File: src/assc_pkg.sv
package assc_pkg;
  // Character and frame widths
  localparam int DATA_W = 9;
  localparam int BYTE_W = 8;
  localparam int BAUD_W = 13;
  localparam int OVS = 16;
  localparam logic [3:0] OVS_LAST = 4'hf;
  localparam logic [3:0] OVS_MID = 4'h7;
  localparam logic [BAUD_W-1:0] BAUD_RESET = 13'h0001;
  // Receive buffer between the shifter and the processor side
  localparam int FIFO_W = 9;
  localparam int FIFO_D = 32;
  // Mode encodings on the mode port
  localparam logic [1:0] MODE_SYNC = 2'h0;
  localparam logic [1:0] MODE_ASYNC8 = 2'h1;
  localparam logic [1:0] MODE_ASYNC9 = 2'h2;
  localparam logic [1:0] MODE_WAKE = 2'h3;
  // Bit counts per frame kind
  localparam logic [3:0] BITS_8 = 4'h8;
  localparam logic [3:0] BITS_9 = 4'h9;
  // Rates at a 40 MHz CPU clock, for reference
  localparam int REF_CPU_MHZ = 40;
  localparam int REF_ASYNC_KBPS = 1250;
  localparam int REF_SYNC_KBPS = 5000;
  localparam int MIN_ASYNC_DIV = (REF_CPU_MHZ * 1000) / (REF_ASYNC_KBPS * OVS);
  localparam int MIN_SYNC_DIV = (REF_CPU_MHZ * 1000) / (REF_SYNC_KBPS * 2);
endpackage

File: src/assc_fifo.sv
`timescale 1ns/1ps
`default_nettype none
module assc_fifo #(
  parameter int WIDTH = 9,
  parameter int DEPTH = 32
) (
  // Clock and reset
  input wire logic clk,
  input wire logic rst_b,
  // Fill side
  input wire logic inValid,
  output logic inReady,
  input wire logic [WIDTH-1:0] inData,
  // Drain side
  output logic outValid,
  input wire logic outReady,
  output logic [WIDTH-1:0] outData
);
  localparam int AW = $clog2(DEPTH);
  logic [WIDTH-1:0] mem [DEPTH];
  logic [AW-1:0] wrPtr_q, wrPtr_d, rdPtr_q, rdPtr_d;
  logic [AW:0] count_q, count_d;
  logic push, pop;

  assign inReady = count_q != (AW+1)'(DEPTH);
  assign outValid = count_q != '0;
  assign outData = mem[rdPtr_q];
  assign push = inValid && inReady;
  assign pop = outValid && outReady;

  always_comb begin
    wrPtr_d = push ? wrPtr_q + 1'b1 : wrPtr_q;
    rdPtr_d = pop ? rdPtr_q + 1'b1 : rdPtr_q;
    count_d = count_q;
    if (push && !pop) begin
      count_d = count_q + 1'b1;
    end else if (pop && !push) begin
      count_d = count_q - 1'b1;
    end
  end

  always_ff @(posedge clk) begin
    if (!rst_b) begin
      wrPtr_q <= '0;
      rdPtr_q <= '0;
      count_q <= '0;
    end else begin
      wrPtr_q <= wrPtr_d;
      rdPtr_q <= rdPtr_d;
      count_q <= count_d;
    end
  end

  // Storage carries no reset; only the pointers and count define validity
  always_ff @(posedge clk) begin
    if (push) begin
      mem[wrPtr_q] <= inData;
    end
  end
endmodule
`default_nettype wire

File: src/assc_baud.sv
`timescale 1ns/1ps
`default_nettype none
module assc_baud
  import assc_pkg::*;
(
  // Clock and reset
  input wire logic clk,
  input wire logic rst_b,
  // Reload value, divide by reload+1
  input wire logic [BAUD_W-1:0] reload,
  input wire logic restart,
  // One-cycle tick per period
  output logic tick
);
  logic [BAUD_W-1:0] cnt_q, cnt_d;
  logic tick_d;

  always_comb begin
    tick_d = 1'b0;
    cnt_d = cnt_q - 1'b1;
    if (restart) begin
      cnt_d = reload;
    end else if (cnt_q == '0) begin
      cnt_d = reload;
      tick_d = 1'b1;
    end
  end

  always_ff @(posedge clk) begin
    if (!rst_b) begin
      cnt_q <= BAUD_RESET;
      tick <= 1'b0;
    end else begin
      cnt_q <= cnt_d;
      tick <= tick_d;
    end
  end
endmodule
`default_nettype wire

File: src/assc_top.sv
`timescale 1ns/1ps
`default_nettype none
module assc_top
  import assc_pkg::*;
(
  // Clock and reset
  input wire logic clk,
  input wire logic rst_b,
  // Configuration
  input wire logic [1:0] mode,
  input wire logic twoStop,
  input wire logic parityEn,
  input wire logic parityOdd,
  input wire logic frameChkEn,
  input wire logic overrunChkEn,
  input wire logic loopBack,
  input wire logic rxEnable,
  input wire logic [BAUD_W-1:0] baudReload,
  // Transmit data
  input wire logic txWrite,
  input wire logic [DATA_W-1:0] txData,
  output logic txBusy,
  // Receive data
  output logic rxValid,
  input wire logic rxRead,
  output logic [DATA_W-1:0] rxData,
  // Error flags and clears
  input wire logic clrParityErr,
  input wire logic clrFrameErr,
  input wire logic clrOverrunErr,
  output logic parityErr,
  output logic frameErr,
  output logic overrunErr,
  // Interrupt requests
  output logic txIrq,
  output logic txBufIrq,
  output logic rxIrq,
  output logic errIrq,
  // Serial pins; data pin is two-way in sync mode
  input wire logic rxdIn,
  output logic rxdOut,
  output logic rxdOe,
  output logic txdOut
);
  ////////////////////////////////////////////////////////////////////////////
  typedef enum {ST_IDLE, ST_START, ST_DATA, ST_PAR, ST_STOP} assc_st_t;

  logic tick, isSync, isNine, ninth, frameDone;
  logic [3:0] nBits;
  logic fifoReady, fifoInValid;
  logic [FIFO_W-1:0] fifoInData;

  assign isSync = mode == MODE_SYNC;
  assign isNine = (mode == MODE_ASYNC9) || (mode == MODE_WAKE);
  // Parity only in 8-bit async; 9-bit and wake-up use the ninth bit as data
  assign ninth = (mode == MODE_ASYNC8) && parityEn;
  assign nBits = (isNine && !isSync) ? BITS_9 : BITS_8;

  assc_baud u_baud (
    .clk(clk),
    .rst_b(rst_b),
    .reload(baudReload),
    .restart(1'b0),
    .tick(tick)
  );

  ////////////////////////////////////////////////////////////////////////////
  // Transmitter; async uses 16 ticks per bit, sync two ticks per clock
  assc_st_t txSt_q, txSt_d;
  logic [DATA_W-1:0] txSh_q, txSh_d;
  logic [3:0] txCnt_q, txCnt_d, txPh_q, txPh_d;
  logic txPar_q, txPar_d, txd_q, txd_d, sclk_q, sclk_d, txStop2_q, txStop2_d;
  logic txIrq_d, txBufIrq_d, txBusy_d;
  logic txBitEnd;

  assign txBitEnd = tick && (isSync ? txPh_q[0] : (txPh_q == OVS_LAST));

  always_comb begin
    txSt_d = txSt_q;
    txSh_d = txSh_q;
    txCnt_d = txCnt_q;
    txPh_d = txPh_q;
    txPar_d = txPar_q;
    txd_d = txd_q;
    sclk_d = sclk_q;
    txStop2_d = txStop2_q;
    txIrq_d = 1'b0;
    txBufIrq_d = 1'b0;
    if (tick && txSt_q != ST_IDLE) begin
      txPh_d = txPh_q + 1'b1;
      if (isSync) begin
        sclk_d = ~txPh_q[0];
      end
    end
    case (txSt_q)
      ST_IDLE: begin
        txd_d = 1'b1;
        sclk_d = 1'b1;
        if (txWrite) begin
          txSh_d = txData;
          txPar_d = ^txData[BYTE_W-1:0] ^ parityOdd;
          txPh_d = '0;
          txCnt_d = '0;
          txStop2_d = twoStop;
          txBufIrq_d = 1'b1;
          txSt_d = isSync ? ST_DATA : ST_START;
          txd_d = isSync ? txData[0] : 1'b0;
          // Sync clock drops with the first bit so every rise finds settled data
          sclk_d = ~isSync;
        end
      end
      ST_START: begin
        if (txBitEnd) begin
          txd_d = txSh_q[0];
          txSt_d = ST_DATA;
        end
      end
      ST_DATA: begin
        if (txBitEnd) begin
          txSh_d = {1'b0, txSh_q[DATA_W-1:1]};
          txCnt_d = txCnt_q + 1'b1;
          txd_d = txSh_q[1];
          if (txCnt_q == nBits - 1'b1) begin
            if (isSync) begin
              txSt_d = ST_IDLE;
              txIrq_d = 1'b1;
              txd_d = 1'b1;
              // No last fall, so no ninth rising edge on the way back to idle
              sclk_d = 1'b1;
            end else if (ninth) begin
              txSt_d = ST_PAR;
              txd_d = txPar_q;
            end else begin
              txSt_d = ST_STOP;
              txd_d = 1'b1;
            end
          end
        end
      end
      ST_PAR: begin
        if (txBitEnd) begin
          txSt_d = ST_STOP;
          txd_d = 1'b1;
        end
      end
      ST_STOP: begin
        if (txBitEnd) begin
          if (txStop2_q) begin
            txStop2_d = 1'b0;
          end else begin
            txSt_d = ST_IDLE;
            txIrq_d = 1'b1;
          end
        end
      end
      default: txSt_d = ST_IDLE;
    endcase
    txBusy_d = txSt_d != ST_IDLE;
  end

  always_ff @(posedge clk) begin
    if (!rst_b) begin
      txSt_q <= ST_IDLE;
      txSh_q <= '0;
      txCnt_q <= '0;
      txPh_q <= '0;
      txPar_q <= 1'b0;
      txd_q <= 1'b1;
      sclk_q <= 1'b1;
      txStop2_q <= 1'b0;
      txIrq <= 1'b0;
      txBufIrq <= 1'b0;
      txBusy <= 1'b0;
    end else begin
      txSt_q <= txSt_d;
      txSh_q <= txSh_d;
      txCnt_q <= txCnt_d;
      txPh_q <= txPh_d;
      txPar_q <= txPar_d;
      txd_q <= txd_d;
      sclk_q <= sclk_d;
      txStop2_q <= txStop2_d;
      txIrq <= txIrq_d;
      txBufIrq <= txBufIrq_d;
      txBusy <= txBusy_d;
    end
  end

  ////////////////////////////////////////////////////////////////////////////
  // Receiver; sync receive starts while rxEnable is set and nothing is sent, but samples only while a send advances txPh_q
  assc_st_t rxSt_q, rxSt_d;
  logic [DATA_W-1:0] rxSh_q, rxSh_d;
  logic [3:0] rxCnt_q, rxCnt_d, rxPh_q, rxPh_d;
  logic rxPar_q, rxPar_d, rxIn, rxSample;
  logic rxDone_d, parE_d, frmE_d;
  logic [DATA_W-1:0] rxWord_d;

  // Loop-back takes the internal line, the pin is ignored
  assign rxIn = loopBack ? txd_q : rxdIn;
  assign rxSample = tick && (isSync ? txPh_q[0] : (rxPh_q == OVS_MID));

  always_comb begin
    rxSt_d = rxSt_q;
    rxSh_d = rxSh_q;
    rxCnt_d = rxCnt_q;
    rxPh_d = tick ? rxPh_q + 1'b1 : rxPh_q;
    rxPar_d = rxPar_q;
    rxDone_d = 1'b0;
    parE_d = 1'b0;
    frmE_d = 1'b0;
    rxWord_d = rxSh_q;
    case (rxSt_q)
      ST_IDLE: begin
        rxCnt_d = '0;
        rxPh_d = '0;
        if (rxEnable && isSync && txSt_q == ST_IDLE && !txWrite) begin
          rxSt_d = ST_DATA;
        end else if (rxEnable && !isSync && !rxIn) begin
          rxSt_d = ST_START;
        end
      end
      ST_START: begin
        if (rxSample) begin
          rxSt_d = rxIn ? ST_IDLE : ST_DATA;
          rxPh_d = OVS_MID + 1'b1;
        end
      end
      ST_DATA: begin
        if (rxSample) begin
          rxSh_d = {rxIn, rxSh_q[DATA_W-1:1]};
          rxCnt_d = rxCnt_q + 1'b1;
          if (rxCnt_q == nBits - 1'b1) begin
            rxSt_d = isSync ? ST_IDLE : (ninth ? ST_PAR : ST_STOP);
            rxDone_d = isSync;
            rxWord_d = {1'b0, rxIn, rxSh_q[DATA_W-1:2]};
          end
        end
      end
      ST_PAR: begin
        if (rxSample) begin
          rxPar_d = rxIn;
          rxSt_d = ST_STOP;
        end
      end
      ST_STOP: begin
        if (rxSample) begin
          rxSt_d = ST_IDLE;
          rxDone_d = 1'b1;
          rxWord_d = isNine ? rxSh_q : {1'b0, rxSh_q[DATA_W-1:1]};
          frmE_d = frameChkEn && !rxIn;
          parE_d = ninth && (rxPar_q != (^rxWord_d[BYTE_W-1:0] ^ parityOdd));
        end
      end
      default: rxSt_d = ST_IDLE;
    endcase
  end

  always_ff @(posedge clk) begin
    if (!rst_b) begin
      rxSt_q <= ST_IDLE;
      rxSh_q <= '0;
      rxCnt_q <= '0;
      rxPh_q <= '0;
      rxPar_q <= 1'b0;
    end else begin
      rxSt_q <= rxSt_d;
      rxSh_q <= rxSh_d;
      rxCnt_q <= rxCnt_d;
      rxPh_q <= rxPh_d;
      rxPar_q <= rxPar_d;
    end
  end

  ////////////////////////////////////////////////////////////////////////////
  // Receive buffer; a full buffer drops the character and counts as overrun
  logic fifoOutValid;
  logic [FIFO_W-1:0] fifoOutData;
  logic ovrEvent;
  assign fifoInValid = rxDone_d;
  assign fifoInData = rxWord_d;
  // Wake-up mode keeps only address characters (ninth bit set)
  assign ovrEvent = rxDone_d && !fifoReady && overrunChkEn;

  assc_fifo #(.WIDTH(FIFO_W), .DEPTH(FIFO_D)) u_rxfifo (
    .clk(clk),
    .rst_b(rst_b),
    .inValid(fifoInValid && (mode != MODE_WAKE || rxWord_d[BYTE_W])),
    .inReady(fifoReady),
    .inData(fifoInData),
    .outValid(fifoOutValid),
    .outReady(rxRead && rxValid),
    .outData(fifoOutData)
  );

  logic parErr_d, frmErr_d, ovrErr_d, errIrq_d;
  always_comb begin
    // Set wins over a clear in the same cycle
    parErr_d = parE_d | (parityErr & ~clrParityErr);
    frmErr_d = frmE_d | (frameErr & ~clrFrameErr);
    ovrErr_d = ovrEvent | (overrunErr & ~clrOverrunErr);
    errIrq_d = parE_d | frmE_d | ovrEvent;
  end

  always_ff @(posedge clk) begin
    if (!rst_b) begin
      parityErr <= 1'b0;
      frameErr <= 1'b0;
      overrunErr <= 1'b0;
      errIrq <= 1'b0;
      rxIrq <= 1'b0;
      rxValid <= 1'b0;
      rxData <= '0;
      txdOut <= 1'b1;
      rxdOut <= 1'b1;
      rxdOe <= 1'b0;
    end else begin
      parityErr <= parErr_d;
      frameErr <= frmErr_d;
      overrunErr <= ovrErr_d;
      errIrq <= errIrq_d;
      rxIrq <= rxDone_d;
      rxValid <= fifoOutValid && !(rxRead && rxValid);
      rxData <= fifoOutData;
      // Sync: shift clock on the transmit pin, data on the two-way pin
      txdOut <= isSync ? sclk_d : txd_d;
      rxdOut <= txd_d;
      rxdOe <= isSync && txSt_d != ST_IDLE;
    end
  end
endmodule
`default_nettype wire

File: config.mk
export PLATFORM = sky130hd
export DESIGN_NAME = assc_top
export DESIGN_NICKNAME = d
export VERILOG_FILES = /design/src/assc_pkg.sv /design/src/assc_fifo.sv /design/src/assc_baud.sv /design/src/assc_top.sv
export SDC_FILE = /design/constraint.sdc
export NUM_CORES = 1
export LEC_CHECK = 0
export ABC_AREA = 1
export ABC_CLOCK_PERIOD_IN_PS = 4200
export BUFFER_PORTS_ARGS = -buffer_cell sky130_fd_sc_hd__buf_4
export CORE_ASPECT_RATIO = 0.8
export CORE_UTILIZATION = 50
export DETAILED_ROUTE_END_ITERATION = 10
export GPL_ROUTABILITY_DRIVEN = 0
export PLACE_DENSITY_LB_ADDON = 0.3
export SETUP_SLACK_MARGIN = 0.02
export SLEW_MARGIN = 20
export SYNTH_ARGS = -nofsm -noshare
export SYNTH_HDL_FRONTEND = slang
export SYNTH_SLANG_ARGS = --single-unit
File: constraint.sdc
create_clock -name clk -period 4.2 [get_ports clk]
set_clock_uncertainty 0.2 [all_clocks]
set_input_delay 0.42 -clock clk [delete_from_list [all_inputs] [get_ports clk]]
set_output_delay 0.42 -clock clk [all_outputs]
set_load 0.1 [all_outputs]
Yosys cells after proc, flatten, opt, wreduce, memory -nomap -nowiden. Memories as Yosys holds them, arrays and structs flattened. A register that Yosys moved wholly into a read port is not among the register bits. Cells that the tools add are included.

Add/subtract/negate cells: 10. Equal/unequal tests: 27. Multiplexer cells: 84. Bitwise gates (word level): 15. Reduce and logical (&&, ||, !) cells: 54.

Operators with widths (count): two-way mux 32 bit (14); one-hot mux 32 bit (5 select lines) (2); equality test 32 x 2 -> 1 bit, second input constant (4); zero test 32 bit (3); equality test 32 x 1 -> 1 bit, second input constant (2); equality test 32 x 3 -> 1 bit, second input constant (2); nonzero test 32 bit (2); two-way mux 9 bit (6); two-way mux 1 bit (37); one-hot mux 9 bit (2 select lines) (2); two-way mux 4 bit (8); one-hot mux 4 bit (2 select lines) (3); logical AND 1 bit (22); != test 2 bit, second input constant (9); adder 4 x 1 -> 4 bit, second input constant (4); parity 8 bit (2); zero test 13 bit (1); two-way mux 13 bit (1); subtractor 13 x 1 -> 13 bit, second input constant (1); two-way mux 6 bit (2); adder 5 x 1 -> 5 bit, second input constant (2); AND reduction 2 bit (5); equality test 4 bit (2); zero test 1 bit (8); other kinds (24) (46).

Register bits: 144. Memory bits (writable): 288. Input port bits: 39. Word-level logic and storage cells: 220. Memories: 1.

Memories: u_rxfifo.mem (depth 32, bits a word 9, rd ports 1, clocked after memory_dff 1, write ports 1, line assc_fifo.sv:20) `logic [WIDTH-1:0] mem [DEPTH];`.

Depth between registers and ports, before layout.
Depth after elaboration: 16. Mapped depth: 24.

By module. A second synthesis with hierarchy kept.

Cells, all modules: 1951. Area, all modules: 18310.1 µm².

By module, submodules not included: assc_fifo (times used 1, cells an instance 1155, area each 12883.6 µm², sequential area each 9068.7 µm²); assc_top (times used 1, cells an instance 644, area each 4514.3 µm², sequential area each 1881.8 µm²); assc_baud (times used 1, cells an instance 152, area each 912.1 µm², sequential area each 280.3 µm²).

Worst setup path after synthesis. No wires, ideal clock.

Path kind: input to register. Start: input mode[1]. End: memory u_rxfifo.mem[0][1] (data pin). Library setup time: 454 ps. Arrival time: 2591 ps. Data required time: 3546 ps. Setup slack: 955 ps. Stages on the path: 8. Path buffers: 1. Path through: nor2_2 -> a21oi_2 -> nand2_1 -> nor2_1 -> inv_2 -> clkbuf_1 -> o21ai_0 -> o21ai_0.

Cells in the longest elaborated chain, start to end: 9. Elaborated cells on any way between the ends: 16. Classes of those cells: add/sub: 1; eq/ne: 3; mux: 7; reduce/logical: 5.

RTL lines: start, declared (line assc_top.sv:10) `input wire logic [1:0] mode,`; equality test 2 bit or zero test 2 bit (tied branches) (line assc_top.sv:54, assc_top.sv:53); logical OR 1 bit or zero test 1 bit (tied branches) (line assc_top.sv:54, assc_top.sv:57); logical AND 1 bit (line assc_top.sv:57) `assign nBits = (isNine && !isSync) ? BITS_9 : BITS_8;`; two-way mux 1 bit (line assc_top.sv:57); subtractor 4 x 1 -> 4 bit (line assc_top.sv:232) `if (rxCnt_q == nBits - 1'b1) begin`; equality test 4 bit (line assc_top.sv:232); two-way mux 9 bit (line assc_top.sv:232); two-way mux 9 bit (line assc_top.sv:229) `if (rxSample) begin`; one-hot mux 9 bit (2 select lines) * (line assc_top.sv:212) `case (rxSt_q)`; named net fifoInData[1] (line assc_top.sv:51) `logic [FIFO_W-1:0] fifoInData;`; end, declared (line assc_fifo.sv:20).

Mark *: on every way through the listed nets, which the timed path passes. The rest lies on a longest branch.

Worst setup path in the final report.
Start: register u_baud.tick. End: register u_rxfifo.count_q[5].

Cells in the longest elaborated chain, start to end: 9. Elaborated cells on any way between the ends: 15. Classes of those cells: mux: 7; reduce/logical: 8.

RTL lines: start, declared (line assc_baud.sv:13) `output logic tick`; start signal, assigned (line assc_baud.sv:35) `tick <= tick_d;`; logical AND 1 bit * (line assc_top.sv:200) `assign rxSample = tick && (isSync ? txPh_q[0] : (rxPh_q == OVS_MID));`; two-way mux 9 bit (on tied branches) (line assc_top.sv:246, assc_top.sv:229); one-hot mux 9 bit (2 select lines) (line assc_top.sv:212); logical OR 1 bit (line assc_top.sv:287) `.inValid(fifoInValid && (mode != MODE_WAKE || rxWord_d[BYTE_W])),`; logical AND 1 bit * (line assc_top.sv:287); logical AND 1 bit * (line assc_fifo.sv:28) `assign push = inValid && inReady;`; named net u_rxfifo.push (line assc_fifo.sv:23) `logic push, pop;`; zero test 1 bit (line assc_fifo.sv:37) `end else if (pop && !push) begin`; logical AND 1 bit (line assc_fifo.sv:37); nonzero test 2 bit (no source line); end signal, assigned (line assc_fifo.sv:50) `count_q <= count_d;`; end, declared (line assc_fifo.sv:22) `logic [AW:0] count_q, count_d;`.

Marked as above. A chain may end at the register's enable or synchronous reset.

==> metrics.cfg <==
[critical_path]
worst-setup-path-type = reg2reg
cpMostUsedCell = nand2_1
crit_path_cell_trace = inv_1, a21oi_2, nand2_1, inv_2, nand3_2, nand2_1, nand3_2, nand2_4, inv_6, ha_1, inv_1, ha_1, a21oi_1, nand2_1, nand2_1, nand2_1, a21oi_1, nor2_1, nor2_1, nand2_1, nand2_1, nand2_1, nor2_1
cp-startpoint = u_baud.tick
r2r-end = u_rxfifo.count_q[5]
path_max_fanout = 9
slowest_delay_ns = 0.47
r2r_start = u_baud.tick
worst_path_max_delay_cell = dfxtp_1
arrival_ns = 3.89
worst-path-buf-inv = 4
cp.required_ns = 4.48
cpLargestDelayFamily = simple AND/OR/NAND/NOR gates
end_kind = register
reg2regPathDepth = 23
start_kind = register
r2r_slack_ns = 0.59

[cells_and_area]
stdcell_count = 2248
final_common_cell = nor2_1
finalCoreUtilization_pct = 58.6
fin_nets = 1837
regArea_um2 = 11100
fillCellCount = 2737
design_area_um2 = 19800
multi_input_area_um2 = 5490
mostFrequentLayoutCells = 316 x nor2_1, 288 x edfxtp_1, 229 x o21ai_0
syn_to_final_growth_pct = 15.0
drive_gt1_share_pct = 10.1
num_antenna_cells = 0

[drt]
vias = 12700
drc = 0
drt-vias-per-instance = 5.65
ant_nets = 0
routed_wl_um = 40900
drt_iter0_markers = 1590
firstDrtPassIters = 5
wire_per_inst_um = 18.2

[pwr]
design_power_total_mw = 8.80
pwr-share-seq_pct = 50.6
switching_power_mw = 1.97
power_frac_clock_pct = 41.9
p_leak_nw = 7.22
p_sw_share_pct = 22.4
internal_power_mw = 6.83
vdd_ir_drop_max_mv = 0.307
p_comb_share_pct = 7.4
power_density_nw_per_um2 = 445

[min_path]
min_path_type = in2reg
holdCritStartpoint = frameChkEn
holdPathEnd = frameErr
holdPathStages = 3

[placement]
dp_cells = 2157
hpwlAfterDp_um = 25200
portBuffers = 59
placed_area_um2 = 18300
dp_slack_ns = 0.503

[timing]
slew_viol_final = 0
slew_headroom_pct = 34.4
hold_slack_ns = 0.0107
max_freq_ghz = 0.277
min_period_ns = 3.61
finalHoldViolCount = 0
setup_tns_ns = 0
finalSetupViolCount = 0
timing.final.ws_setup_ns = 0.586
final.period_utilization_pct = 86.1
tightest_slew_ns = 0.980
rsz0062_at_grt = no

[floorplan]
num_rows = 60
io_pins = 60
core_area_um2 = 33800
chipHeight_um = 168
die-area_um2 = 35200
die_w_um = 209
start_util_pct = 51.0

[clocking]
cts_tree = built
clockBufferDepth = 3
clock_sinks = 412
cts_buffers = 40
clkTransAtPathRegs_ns = 0.06
htree_num_levels = 2
cts_root_buffer = clkbuf_16
worstSkewPairLatency_ns = 0.54

[synth]
synth_area_um2 = 17200
avgSynthCellArea_um2 = 10.2
yosysWarnings = 0
ys_ff_latch = 412
syn_inst = 1688
synth-edff-count = 288
ys.flop_type = edfxtp_1
synth-async-reset-ratio_pct = 0
ys_seq_area_share_pct = 64.7
synth_cell_types = 49

[global_routing]
grt_max_degree = 60
grt_pass1_wl_um = 63600
grt_usage_pct = 23.2
grt_pass1_vias = 11700
grt_overflow_total = 0
antenna_found_initial = 0

[job]
cap_violations = 0

[run_status]
status = finished, final reports clean

Yosys cell counts, types with 3 or more instances:
cell type	count	area, um2
inv_1	106	398
ha_1	15	188
nor2_1	316	1190
a31oi_1	17	106
clkbuf_1	59	221
edfxtp_1	288	8650
nor3_1	3	15.0
dfxtp_1	124	2480
buf_2	13	65.1
nand2_4	5	56.3
nand3_1	83	415
or2_2	3	18.8
nand2_1	202	758
o21ai_0	237	1190
o211ai_1	26	195
and3_1	4	25.0
xor2_1	19	166
o22ai_1	38	238
o221ai_1	12	105
a21oi_1	55	275
xnor2_1	10	87.6
nand4_1	11	68.8
buf_1	5	18.8
inv_2	5	18.8
nand3_2	3	30.0
cell type report:
type                    instances  area share (%)
repair buffers                102            4.21
well taps                     434            2.74
clock inverters                17            1.10
inverters                     113            2.17
multi-input cells            1113            27.7
clock buffers                  57            5.77
flip-flops and latches        412            56.3
sequential cells by signal, summed over array words and instances, names as in the netlist, 3 cells and up:
| signal | cells |
|---|---|
| u_rxfifo.mem | 288 |
| txPh_q | 4 |
| u_rxfifo.count_q | 6 |
| rxSh_q | 9 |
| rxData | 9 |
| u_rxfifo.rdPtr_q | 5 |
| rxCnt_q | 4 |
| rxSt_q | 3 |
| txCnt_q | 4 |
| txSh_q | 9 |
| rxPh_q | 4 |
| u_rxfifo.wrPtr_q | 5 |
| txSt_q | 32 |
| u_baud.cnt_q | 13 |
worst min-delay path, stage by stage:
cell	delay [ns]
buf_4	0.11
nand3_1	0.10
a21oi_1	0.07
timing repair:
item                                    4_1_cts  5_1_grt
endpoints found under the setup margin        0        0
hold buffers                                 17        0
buffers inserted                              0        0
gates resized for setup                       0        0
hold endpoints to repair                     17        0
worst max path at each step:
stage	endpoint	slack, ns	depth (start not counted)
4_1_cts	u_rxfifo.count_q[5]	0.61	23
3_3_place_gp	u_rxfifo.count_q[5]	0.63	24
3_5_place_dp	u_rxfifo.count_q[5]	0.50	24
6_report	u_rxfifo.count_q[5]	0.59	23
2_1_floorplan	u_rxfifo.mem[0][1]	0.95	8
5_1_grt	u_rxfifo.count_q[5]	0.13	23
cell families after synthesis:
kind of cell | after synthesis | share of synthesized area, %
and+or+nand+nor | 642 | 15.5
DFF | 412 | 64.7
buffers and inverters | 191 | 4.31
xor gates and xnor gates | 29 | 1.48
AOI/OAI and AO/OA | 397 | 12.9
adders and majority gates | 16 | 1.21
other | 1 | 0.0218
power by group through the flow:
stage / Sequential, mW / Combinational [mW] / Clock, mW
6_report: 4.46 / 0.656 / 3.69
5_1_grt: 4.46 / 0.738 / 3.90
4_1_cts: 4.45 / 0.643 / 3.74
3_5_place_dp: 4.54 / 0.626 / 0
3_3_place_gp: 4.54 / 0.603 / 0
2_1_floorplan: 4.56 / 0.446 / 0
routing by layer:
layer / vias to the layer above / global-route usage (%) / share of wire [%]
met4: 0 / 5.81 / 1.7
met1: 6085 / 34.3 / 45
met2: 526 / 35.6 / 45
met5: - / 0 / 0
met3: 57 / 4.05 / 8.2
li1: 6039 / - / -
Note: power is estimated with default switching activity, not from simulation.
